`src/common/rtc_pkg.sv`:
```
package rtc_pkg;
	// Bus identity and speed
	localparam logic [6:0] SLAVE_ADDR = 7'h51;
	localparam int BUS_MAX_KBPS = 400;
	localparam int NUM_REGS = 16;
	// Register offsets
	localparam logic [3:0] A_CS1 = 4'h0;
	localparam logic [3:0] A_CS2 = 4'h1;
	localparam logic [3:0] A_SEC = 4'h2;
	localparam logic [3:0] A_YEAR = 4'h8;
	localparam logic [3:0] A_AMIN = 4'h9;
	localparam logic [3:0] A_AWDAY = 4'hc;
	localparam logic [3:0] A_SQW = 4'hd;
	localparam logic [3:0] A_TCTL = 4'he;
	localparam logic [3:0] A_TMR = 4'hf;
	// Field positions
	localparam int B_TIE = 0;
	localparam int B_AIE = 1;
	localparam int B_TF = 2;
	localparam int B_AF = 3;
	localparam int B_TITP = 4;
	localparam int B_STOP = 5;
	localparam int B_TOP = 7;
	// Reset values
	localparam logic [7:0] CS1_RST = 8'h08;
	localparam logic [7:0] SQW_RST = 8'h80;
	localparam logic [7:0] TCTL_RST = 8'h03;
	localparam logic [7:0] ALM_RST = 8'h80;
	// Timing
	localparam int CLK_HZ = 200_000_000;
	localparam int OSC_HZ = 32768;
	localparam int DIV_W = 15;
	localparam int OSC_STOP_US = 100;
	localparam int OSC_STOP_CYC = OSC_STOP_US * (CLK_HZ / 1_000_000);

	// Implemented bits of each register
	function automatic logic [7:0] reg_mask(input logic [3:0] a);
		unique case (a)
			4'h0: return 8'ha8;
			4'h1: return 8'h1f;
			4'h3: return 8'h7f;
			4'h4, 4'h5: return 8'h3f;
			4'h6: return 8'h07;
			4'h7: return 8'h9f;
			4'ha, 4'hb: return 8'hbf;
			4'hc: return 8'h87;
			4'hd, 4'he: return 8'h83;
			default: return 8'hff;
		endcase
	endfunction : reg_mask
endpackage : rtc_pkg

```
`src/common/rtc_bus_if.sv`:
```
`timescale 1ns/1ps
interface rtc_bus_if;
	logic addr_stb;
	logic wr_stb;
	logic rd_done;
	logic reading;
	logic bus_rst;
	logic [7:0] wr_data;
	logic [7:0] rd_data;
	modport slave(output addr_stb, wr_stb, rd_done, reading, wr_data, input rd_data, bus_rst);
	modport regs(input addr_stb, wr_stb, rd_done, reading, wr_data, output rd_data, bus_rst);
endinterface : rtc_bus_if

```
`src/rtl/rtc_i2c_slave.sv`:
```
`timescale 1ns/1ps
module rtc_i2c_slave (
	// Clock and reset
	input wire logic clk_sys,
	input wire logic rst,
	// Bus pins
	input wire logic scl,
	input wire logic sda_in,
	output logic sda_oe,
	// Register side
	rtc_bus_if.slave bus
);
	typedef enum logic [6:0] {
		S_IDLE = 7'h01, S_ADDR = 7'h02, S_AACK = 7'h04, S_WR = 7'h08,
		S_WACK = 7'h10, S_RD = 7'h20, S_RACK = 7'h40
	} st_t;
	st_t st_q;
	logic [2:0] scl_q;
	logic [2:0] sda_q;
	logic [7:0] sh_q;
	logic [3:0] cnt_q;
	logic rw_q, first_q, nack_q, sda_low_q, addr_stb_q, wr_stb_q, rd_done_q;

	// Stage 0 only feeds stage 1; edges come from stages 1 and 2
	wire scl_rise = scl_q[1] & ~scl_q[2];
	wire scl_fall = ~scl_q[1] & scl_q[2];
	wire scl_hold = scl_q[1] & scl_q[2];
	wire start = scl_hold & ~sda_q[1] & sda_q[2];
	wire stop = scl_hold & sda_q[1] & ~sda_q[2];
	wire addr_hit = (sh_q[7:1] == rtc_pkg::SLAVE_ADDR);

	always_ff @(posedge clk_sys or posedge rst) begin
		if (rst) begin
			scl_q <= 3'h7;
			sda_q <= 3'h7;
		end else begin
			scl_q <= {scl_q[1:0], scl};
			sda_q <= {sda_q[1:0], sda_in};
		end
	end

	always_ff @(posedge clk_sys or posedge rst) begin
		if (rst) begin
			st_q <= S_IDLE;
			sh_q <= 8'h00;
			cnt_q <= 4'h0;
			rw_q <= 1'b0;
			first_q <= 1'b0;
			nack_q <= 1'b0;
			sda_low_q <= 1'b0;
			addr_stb_q <= 1'b0;
			wr_stb_q <= 1'b0;
			rd_done_q <= 1'b0;
		end else begin
			addr_stb_q <= 1'b0;
			wr_stb_q <= 1'b0;
			rd_done_q <= 1'b0;
			if (bus.bus_rst || stop) begin
				st_q <= S_IDLE;
				sda_low_q <= 1'b0;
			end else if (start) begin
				st_q <= S_ADDR;
				cnt_q <= 4'h0;
				sda_low_q <= 1'b0;
			end else if (scl_rise) begin
				if (st_q == S_ADDR || st_q == S_WR) begin
					sh_q <= {sh_q[6:0], sda_q[1]};
					cnt_q <= cnt_q + 4'h1;
				end
				if (st_q == S_RACK)
					nack_q <= sda_q[1];
			end else if (scl_fall) begin
				unique case (st_q)
					S_IDLE: ;
					S_ADDR: if (cnt_q == 4'h8) begin
						st_q <= addr_hit ? S_AACK : S_IDLE;
						sda_low_q <= addr_hit;
						rw_q <= sh_q[0];
						first_q <= 1'b1;
					end
					S_AACK: begin
						cnt_q <= 4'h0;
						st_q <= rw_q ? S_RD : S_WR;
						sh_q <= bus.rd_data;
						sda_low_q <= rw_q & ~bus.rd_data[7];
					end
					S_WR: if (cnt_q == 4'h8) begin
						st_q <= S_WACK;
						sda_low_q <= 1'b1;
						addr_stb_q <= first_q;
						wr_stb_q <= ~first_q;
						first_q <= 1'b0;
					end
					S_WACK: begin
						st_q <= S_WR;
						cnt_q <= 4'h0;
						sda_low_q <= 1'b0;
					end
					S_RD: if (cnt_q == 4'h7) begin
						st_q <= S_RACK;
						sda_low_q <= 1'b0;
						rd_done_q <= 1'b1;
					end else begin
						cnt_q <= cnt_q + 4'h1;
						sh_q <= {sh_q[6:0], 1'b0};
						sda_low_q <= ~sh_q[6];
					end
					S_RACK: begin
						// Master NACK ends the read; wait for stop or restart
						st_q <= nack_q ? S_IDLE : S_RD;
						cnt_q <= 4'h0;
						sh_q <= bus.rd_data;
						sda_low_q <= ~nack_q & ~bus.rd_data[7];
					end
				endcase
			end
		end
	end

	assign sda_oe = sda_low_q;
	assign bus.addr_stb = addr_stb_q;
	assign bus.wr_stb = wr_stb_q;
	assign bus.rd_done = rd_done_q;
	assign bus.wr_data = sh_q;
	assign bus.reading = rw_q & (st_q == S_AACK || st_q == S_RD || st_q == S_RACK);
endmodule : rtc_i2c_slave

```
`src/rtl/rtc_top.sv`:
```
// How it works
// - Two-wire slave at A3h read, A2h write
// - Pointer advances after every data byte
// - Sixteen byte registers, some bits unimplemented
// - Offsets 0 and 1 hold control/status
// - Offsets 2 to 8 hold time counters
// - Offsets 9 to 0Ch hold alarm registers
// - Time and alarm registers are BCD
// - Time counters freeze while a read runs; divider and countdown keep counting
// - Timebase divided from 32.768 kHz oscillator
// - Alarm top bit set disables that match
// - Alarm match sets sticky alarm hit flag
// - Countdown control enables and picks source clock
// - Countdown reload sets sticky done flag
// - Pulse select picks pulsed or level interrupt
// - Countdown read returns present value
// - Square wave frequency selected at 0Dh
// - Square wave on after reset, disable floats
// - Stopped oscillator holds internal reset
// - Reset clears all but listed set bits
// - Supply low sets sticky flag in seconds
// - Interrupt pin open drain, active low
`timescale 1ns/1ps
module rtc_top #(
	parameter int OSC_STOP_CYC = rtc_pkg::OSC_STOP_CYC
) (
	// Clock and reset
	input wire logic clk_sys,
	input wire logic rst,
	// Crystal oscillator and supply monitor
	input wire logic osc_clk,
	input wire logic supply_low,
	// Two-wire bus
	input wire logic scl,
	input wire logic sda_in,
	output logic sda_out,
	output logic sda_oe,
	// Open-drain outputs
	output logic int_n_out,
	output logic int_n_oe,
	output logic square_wave_output,
	output logic square_wave_oe
);
	localparam int WD_W = $clog2(OSC_STOP_CYC + 1);

	rtc_bus_if bus();

	logic [2:0] osc_q;
	logic [1:0] sup_q;
	logic [WD_W-1:0] wd_q;
	logic dead_q;
	logic [rtc_pkg::DIV_W-1:0] div_q;
	logic [3:0] ptr_q;
	logic [7:0] cs1_q, cs2_q, cs2_d, sqw_q, tctl_q, cnt_q, load_q, rd_q;
	logic [7:0] tm_q [0:6];
	logic [7:0] al_q [0:3];
	logic vl_q, pend_q, match_q, pulse_q, int_q, sqw_oe_q;

	rtc_i2c_slave u_slave (
		.clk_sys(clk_sys),
		.rst(rst),
		.scl(scl),
		.sda_in(sda_in),
		.sda_oe(sda_oe),
		.bus(bus)
	);

	function automatic logic [8:0] bcd_inc(input logic [7:0] v, input logic [7:0] lo,
		input logic [7:0] hi);
		if (v >= hi)
			return {1'b1, lo};
		else if (v[3:0] == 4'h9)
			return {1'b0, 4'(v[7:4] + 4'h1), 4'h0};
		else
			return {1'b0, v[7:4], 4'(v[3:0] + 4'h1)};
	endfunction : bcd_inc

	function automatic logic [7:0] month_len(input logic [7:0] m, input logic [7:0] y);
		logic leap;
		leap = y[4] ? (y[3:0] == 4'h2 || y[3:0] == 4'h6)
			: (y[3:0] == 4'h0 || y[3:0] == 4'h4 || y[3:0] == 4'h8);
		unique case (m)
			8'h02: return leap ? 8'h29 : 8'h28;
			8'h04, 8'h06, 8'h09, 8'h11: return 8'h30;
			default: return 8'h31;
		endcase
	endfunction : month_len

	// Pin synchronisers; stage 0 feeds only stage 1
	always_ff @(posedge clk_sys or posedge rst) begin
		if (rst) begin
			osc_q <= 3'h0;
			sup_q <= 2'h0;
		end else begin
			osc_q <= {osc_q[1:0], osc_clk};
			sup_q <= {sup_q[0], supply_low};
		end
	end
	wire osc_tick = osc_q[1] & ~osc_q[2];

	// Oscillator watchdog: reset held until edges are seen
	always_ff @(posedge clk_sys or posedge rst) begin
		if (rst) begin
			wd_q <= '0;
			dead_q <= 1'b1;
		end else if (osc_tick) begin
			wd_q <= '0;
			dead_q <= 1'b0;
		end else if (wd_q == WD_W'(OSC_STOP_CYC - 1)) begin
			dead_q <= 1'b1;
		end else begin
			wd_q <= wd_q + WD_W'(1);
		end
	end
	// Flop-driven, so the internal reset is glitch free
	wire rst_any = rst | dead_q;
	assign bus.bus_rst = dead_q;

	always_ff @(posedge clk_sys or posedge rst_any) begin
		if (rst_any)
			div_q <= '0;
		else if (osc_tick)
			div_q <= div_q + rtc_pkg::DIV_W'(1);
	end
	wire tick_4k = osc_tick & (&div_q[2:0]);
	wire tick_64 = osc_tick & (&div_q[8:0]);
	wire sec_ev = osc_tick & (&div_q) & ~cs1_q[rtc_pkg::B_STOP];
	wire min_ev = sec_ev & (tm_q[0][6:0] == 7'h59);

	// Register access decode
	wire w_any = bus.wr_stb;
	wire [7:0] wd = bus.wr_data & rtc_pkg::reg_mask(ptr_q);
	wire is_tm = ptr_q >= rtc_pkg::A_SEC && ptr_q <= rtc_pkg::A_YEAR;
	wire is_al = ptr_q >= rtc_pkg::A_AMIN && ptr_q <= rtc_pkg::A_AWDAY;
	wire [2:0] tm_idx = 3'(ptr_q - rtc_pkg::A_SEC);
	wire [1:0] al_idx = 2'(ptr_q - rtc_pkg::A_AMIN);
	wire w_cs1 = w_any && ptr_q == rtc_pkg::A_CS1;
	wire w_cs2 = w_any && ptr_q == rtc_pkg::A_CS2;
	wire w_sec = w_any && ptr_q == rtc_pkg::A_SEC;
	wire w_sqw = w_any && ptr_q == rtc_pkg::A_SQW;
	wire w_tctl = w_any && ptr_q == rtc_pkg::A_TCTL;
	wire w_tmr = w_any && ptr_q == rtc_pkg::A_TMR;

	always_ff @(posedge clk_sys or posedge rst_any) begin
		if (rst_any)
			ptr_q <= 4'h0;
		else if (bus.addr_stb)
			ptr_q <= bus.wr_data[3:0];
		else if (bus.wr_stb || bus.rd_done)
			ptr_q <= ptr_q + 4'h1;
	end

	// BCD calendar cascade
	wire [8:0] n_sec = bcd_inc({1'b0, tm_q[0][6:0]}, 8'h00, 8'h59);
	wire [8:0] n_min = bcd_inc(tm_q[1], 8'h00, 8'h59);
	wire [8:0] n_hr = bcd_inc(tm_q[2], 8'h00, 8'h23);
	wire [8:0] n_day = bcd_inc(tm_q[3], 8'h01, month_len({3'h0, tm_q[5][4:0]}, tm_q[6]));
	wire [8:0] n_wd = bcd_inc(tm_q[4], 8'h00, 8'h06);
	wire [8:0] n_mon = bcd_inc({3'h0, tm_q[5][4:0]}, 8'h01, 8'h12);
	wire [8:0] n_yr = bcd_inc(tm_q[6], 8'h00, 8'h99);
	// A second that lands during a read is kept and applied once it ends
	wire adv = ~bus.reading & (sec_ev | pend_q);

	always_ff @(posedge clk_sys or posedge rst_any) begin
		if (rst_any)
			pend_q <= 1'b0;
		else
			pend_q <= bus.reading & (pend_q | sec_ev);
	end

	always_ff @(posedge clk_sys or posedge rst_any) begin
		if (rst_any) begin
			for (int i = 0; i < 7; i++)
				tm_q[i] <= 8'h00;
		end else if (w_any && is_tm) begin
			tm_q[tm_idx] <= wd;
		end else if (adv) begin
			tm_q[0] <= n_sec[7:0];
			if (n_sec[8]) begin
				tm_q[1] <= n_min[7:0];
				if (n_min[8]) begin
					tm_q[2] <= n_hr[7:0];
					if (n_hr[8]) begin
						tm_q[3] <= n_day[7:0];
						tm_q[4] <= n_wd[7:0];
						if (n_day[8]) begin
							tm_q[5][4:0] <= n_mon[4:0];
							if (n_mon[8]) begin
								tm_q[6] <= n_yr[7:0];
								tm_q[5][7] <= tm_q[5][7] ^ n_yr[8];
							end
						end
					end
				end
			end
		end
	end

	// Control, alarm and square wave registers
	always_ff @(posedge clk_sys or posedge rst_any) begin
		if (rst_any) begin
			cs1_q <= rtc_pkg::CS1_RST;
			sqw_q <= rtc_pkg::SQW_RST;
			tctl_q <= rtc_pkg::TCTL_RST;
			for (int i = 0; i < 4; i++)
				al_q[i] <= rtc_pkg::ALM_RST;
		end else begin
			if (w_cs1)
				cs1_q <= wd;
			if (w_sqw)
				sqw_q <= wd;
			if (w_tctl)
				tctl_q <= wd;
			if (w_any && is_al)
				al_q[al_idx] <= wd;
		end
	end

	// Alarm: a disabled field always matches, all disabled never fires
	wire all_off = al_q[0][7] & al_q[1][7] & al_q[2][7] & al_q[3][7];
	wire match = ~all_off
		& (al_q[0][7] | al_q[0][6:0] == tm_q[1][6:0])
		& (al_q[1][7] | al_q[1][6:0] == tm_q[2][6:0])
		& (al_q[2][7] | al_q[2][6:0] == tm_q[3][6:0])
		& (al_q[3][7] | al_q[3][6:0] == tm_q[4][6:0]);
	wire al_set = match & ~match_q;

	// Countdown timer
	wire [1:0] td = tctl_q[1:0];
	wire src_tick = (td == 2'h0) ? tick_4k : (td == 2'h1) ? tick_64
		: (td == 2'h2) ? sec_ev : min_ev;
	wire tmr_go = tctl_q[rtc_pkg::B_TOP] & src_tick & (load_q != 8'h00) & ~w_tmr;
	wire tmr_end = tmr_go & (cnt_q <= 8'h01);

	always_ff @(posedge clk_sys or posedge rst_any) begin
		if (rst_any) begin
			cnt_q <= 8'h00;
			load_q <= 8'h00;
			pulse_q <= 1'b0;
			match_q <= 1'b0;
		end else begin
			match_q <= match;
			if (w_tmr) begin
				load_q <= bus.wr_data;
				cnt_q <= bus.wr_data;
			end else if (tmr_go) begin
				cnt_q <= tmr_end ? load_q : 8'(cnt_q - 8'h01);
			end
			// Pulse lasts until the next 4096 Hz tick
			if (tmr_end)
				pulse_q <= 1'b1;
			else if (tick_4k)
				pulse_q <= 1'b0;
		end
	end

	// Sticky flags: hardware set wins over a software clear
	wire af_d = al_set | (cs2_q[rtc_pkg::B_AF] & (~w_cs2 | bus.wr_data[rtc_pkg::B_AF]));
	wire tf_d = tmr_end | (cs2_q[rtc_pkg::B_TF] & (~w_cs2 | bus.wr_data[rtc_pkg::B_TF]));
	always_comb begin
		cs2_d = w_cs2 ? wd : cs2_q;
		cs2_d[rtc_pkg::B_AF] = af_d;
		cs2_d[rtc_pkg::B_TF] = tf_d;
	end

	always_ff @(posedge clk_sys or posedge rst_any) begin
		if (rst_any) begin
			cs2_q <= 8'h00;
			vl_q <= 1'b1;
		end else begin
			cs2_q <= cs2_d;
			vl_q <= sup_q[1] | (vl_q & ~(w_sec & ~bus.wr_data[7]));
		end
	end

	// Interrupt and square wave pins
	wire tmr_irq = cs2_q[rtc_pkg::B_TITP] ? pulse_q : cs2_q[rtc_pkg::B_TF];
	wire int_act = (cs2_q[rtc_pkg::B_AIE] & cs2_q[rtc_pkg::B_AF])
		| (cs2_q[rtc_pkg::B_TIE] & tmr_irq);
	wire [1:0] fd = sqw_q[1:0];
	wire wave = (fd == 2'h0) ? osc_q[2] : (fd == 2'h1) ? div_q[4]
		: (fd == 2'h2) ? div_q[9] : div_q[14];

	always_ff @(posedge clk_sys or posedge rst_any) begin
		if (rst_any) begin
			int_q <= 1'b0;
			sqw_oe_q <= 1'b0;
		end else begin
			int_q <= int_act;
			sqw_oe_q <= sqw_q[rtc_pkg::B_TOP] & ~wave;
		end
	end
	assign int_n_out = 1'b0;
	assign int_n_oe = int_q;
	assign square_wave_output = 1'b0;
	assign square_wave_oe = sqw_oe_q;
	assign sda_out = 1'b0;

	// Read data: timer gives the live count, seconds carry the supply flag
	wire [7:0] tm_rd = (ptr_q == rtc_pkg::A_SEC) ? {vl_q, tm_q[0][6:0]} : tm_q[tm_idx];
	wire [7:0] rd_val = is_tm ? tm_rd : is_al ? al_q[al_idx]
		: (ptr_q == rtc_pkg::A_CS1) ? cs1_q : (ptr_q == rtc_pkg::A_CS2) ? cs2_q
		: (ptr_q == rtc_pkg::A_SQW) ? sqw_q : (ptr_q == rtc_pkg::A_TCTL) ? tctl_q
		: cnt_q;
	always_ff @(posedge clk_sys or posedge rst_any) begin
		if (rst_any)
			rd_q <= 8'h00;
		else
			rd_q <= rd_val;
	end
	assign bus.rd_data = rd_q;
endmodule : rtc_top

```
`config.mk`:
```
export PLATFORM = sky130hd
export DESIGN_NAME = rtc_top
export DESIGN_NICKNAME = d
export VERILOG_FILES = /design/src/common/rtc_pkg.sv /design/src/common/rtc_bus_if.sv /design/src/rtl/rtc_i2c_slave.sv /design/src/rtl/rtc_top.sv
export SDC_FILE = /design/constraint.sdc
export NUM_CORES = 1
export LEC_CHECK = 0
export ABC_AREA = 1
export BUFFER_PORTS_ARGS = -buffer_cell sky130_fd_sc_hd__buf_2
export CAP_MARGIN = 10
export CORE_MARGIN = 10
export CORE_UTILIZATION = 40
export CTS_BUF_LIST = sky130_fd_sc_hd__clkbuf_8 sky130_fd_sc_hd__clkbuf_16
export DETAILED_ROUTE_END_ITERATION = 8
export GPL_ROUTABILITY_DRIVEN = 0
export GPL_TIMING_DRIVEN = 0
export SLEW_MARGIN = 20
export SYNTH_ARGS = -nofsm -noshare
export SYNTH_HDL_FRONTEND = slang
export SYNTH_SLANG_ARGS = --single-unit
```
`constraint.sdc`:
```
create_clock -name clk_sys -period 14.6 [get_ports clk_sys]
set_input_delay 0.73 -clock clk_sys [delete_from_list [all_inputs] [get_ports clk_sys]]
set_output_delay 0.73 -clock clk_sys [all_outputs]
set_load 0.005 [all_outputs]
```
==> impl_results.md <==
* Outcome: finished, final reports clean
* Antenna Nets Post-Route at 0
* Post-CTS setup repair buffer count at 0
* Most frequent cells in the layout: nand2_1 (452), o21ai_0 (215), inv_1 (214)
* GR Overflow Total at 0
* TritonCTS Buffers at 27
* CP startpoint kind: flip-flop
* Core box area at 33400 µm²
* IO Port Bufs at 8
* Drt drc at 0
* Comb pwr share at 7.1%
* Util after Layout at 45.6%
* Worst-Skew Late Latency at 0.56 ns
* Die ar. at 41500 µm²
* Switching portion of total power at 25.5%
* Clk sink count at 222
* Crit Path Max Fanout at 13
* Antenna cell count at 0
* DR WL/cell at 17.9 µm
* Worst relative slew slack at 23.0%
* Initial core utilization at 40.3%
* Vias post-DR at 12544
* PD cells at 97.4 nW/µm²
* FF/Latch Area at 5580 µm²
* RSZ-0062 raised after global routing: no
* Drt first pass iters at 6
* Seq pwr share at 44.9%
* Max Cap Viol at 0
* Worst slew pin tran at 1.15 ns
* Largest net degree at the start of global routing at 54
* Max-slew violations at 0
* Die Y at 204 µm
* TritonCTS clock tree: done
* Nets at 1900
* Commonest non-fill, non-tap cell in the layout: nand2_1
* Hold_buf cts at 0
* Post-Syn Area at 13500 µm²
* Max Buffers Root-to-Sink at 3
* Fmax at 252 MHz
* Crit path time final at 3.97 ns
* Io pins at 12
* Yosys cell types at 54
* Clock-pin slew on the worst setup and hold paths at 0.06 ns
* Hold WC Path Type: in -> reg
* Area Overhead vs Synth at 13.0%
* Nature of the critical path endpoint: flip-flop
* Switch Pwr at 379 µW
* Vias in the first global route at 11984
* Final period util at 27.2%
* Sequential area share after synthesis at 41.3%
* Synth Warn # at 0
* Layout Skew at 0.0112 ns
* WP data arrival at 4.47 ns
* Yosys reg bits at 222
* Cells after synthesis at 1803
* H-tree level count at 1
* Initial DRC Count at 1138
* Total GRT Usage at 19.7%
* Cell-internal power at 1110 µW
* Share of cells above drive strength 1 at 9.30%
* Type of the worst setup path: reg -> reg
* Peak VDD IR at 0.0782 mV
* Syn Area/Cell at 7.48 µm²
* First-pass GRT wire length at 65800 µm
* Hpwl dp at 30800 µm
* Fin. Hold Viols at 0
* Overall Power at 1490 µW
* Clk pwr share at 48.0%
* Lkg Pwr at 0.00725 µW
* Initial antenna violation count at 0
* Clock root buffer: clkbuf_16
* Horiz. Die Dim at 204 µm
* Via/cell ratio at 5.41
* Worst EP required at 15.10 ns
* DRT Wirelength at 41400 µm
* CTS resizes at 0
* Rows at 67
* Multi-input gate area at 6790 µm²
* Final setup violation count at 0
* Filler Cell Count at 3331
## area by class of cell
class | instances | area share (%)
multi-input cells | 1299 | 44.5
flip-flops and latches | 222 | 36.6
inverters | 226 | 5.58
clock buffers | 31 | 4.79
well taps | 448 | 3.67
plain buffers | 58 | 1.97
repair buffers | 16 | 1.51
clock inverters | 19 | 1.45
## worst max-delay path, cell delays in order (launching register included)
cell and delay [ns]:
dfrtp_1 0.60, inv_2 0.16, clkbuf_1 0.32, buf_2 0.32, ha_1 0.26, nand2_1 0.12, inv_2 0.10, nor2_1 0.88
inv_1 0.63, o22ai_1 0.34, nand3_1 0.10, nand2_1 0.07
## metal layers
metal  routed length [µm]  share of wire, %  GRT usage [%]  vias to the layer above
li1                     -                 -              -                     6038
met1                18300                44           26.3                     5941
met2                18600                45           31.2                      466
met3                 2970               7.2           3.81                       97
met4                 1480               3.6           7.14                        2
met5                   42              0.10          0.832                        -
## sequential cells by signal (all words and copies together), names as in the netlist, 2 cells and up
name	count
sqw_q	8
div_q	15
osc_q	3
cs2_q	8
wd_q	15
ptr_q	4
cs1_q	8
al_q	32
cnt_q	8
sup_q	2
tm_q	56
u_slave.st_q	7
u_slave.bus.wr_data	8
u_slave.sda_q	3
tctl_q	8
u_slave.cnt_q	4
u_slave.scl_q	3
load_q	8
bus.rd_data	8
## kinds of logic after synthesis
family | count (synthesis) | synth area share, %
AO/OA/AOI/OAI | 406 | 16.6
XOR/XNOR | 48 | 3.12
buffers and inverters | 284 | 8.51
other | 1 | 0.0278
adder cells (fa/ha/maj) | 44 | 4.08
AND/OR/NAND/NOR | 798 | 26.4
flip-flops | 222 | 41.3
## power by group through the flow
stage	Combinational (µW)	Clock, µW	Sequential (µW)
6_report	105	713	667
5_1_grt	121	755	671
4_1_cts	106	728	666
3_5_place_dp	106	0	677
3_3_place_gp	95.3	0	677
2_1_floorplan	70.4	0	669
## synth_stat cells (all sizes together)
cell      n  area (µm²)
nand2   468        1820
o21ai   240        1210
inv     224         841
dfrtp   205        5130
nor2    138         607
nand3   120         673
a21oi    85         440
ha       44         551
nand4    40         278
xor2     34         298
clkbuf   31         116
buf      27         184
nor3     22         115
o211ai   19         143
dfstp    17         447
o22ai    17         106
a31oi    15        93.8
xnor2    14         123
a22oi     8        60.1
o31ai     8        60.1
nor4      5        31.3
o21bai    4        41.3
o221ai    4        35.0
o21a      3        22.5
clkinv    2        7.51
or2       2        12.5
a211oi    1        7.51
a21boi    1        7.51
and2      1        6.26
and3      1        6.26
conb      1        3.75
nand3b    1        11.3
o311ai    1        8.76
## per-stage QoR
step | hold WS [ns] | cell area (µm²) | worst slack, ns | cells | TNS, ns
6_report | 0.263 | 15300 | 10.63 | 2319 | 0
4_1_cts | 0.235 | 15300 | 10.78 | 2319 | 0
2_1_floorplan | 0.331 | 13500 | 3.85 | 1805 | 0
3_5_place_dp | 0.336 | 14300 | 10.81 | 2269 | 0
5_1_grt | 0.238 | 15300 | 10.60 | 2319 | 0
3_3_place_gp | 0.335 | 14100 | -0.853 | 2261 | -133.69
## final timing paths
kind | startpoint | to | slack, ns | cells past startpoint
hold / removal | scl | u_slave.scl_q[0]$_DFF_PP1_ | 0.26 | 1
setup / recovery | ptr_q[0]$_DFFE_PP0P_ | tm_q[41]$_DFFE_PP0P_ | 10.63 | 11
setup reg to reg | ptr_q[0]$_DFFE_PP0P_ | tm_q[41]$_DFFE_PP0P_ | 10.63 | 11
max in group asynchronous | bus.bus_rst$_DFFE_PP1P_ | tm_q[12]$_DFFE_PP0P_ | 13.04 | 5
hold reg to reg | osc_q[0]$_DFF_PP0_ | osc_q[1]$_DFF_PP0_ | 0.35 | 0
min in group asynchronous | rst | osc_q[1]$_DFF_PP0_ | 0.31 | 2
(Power assumes the default switching activity.)
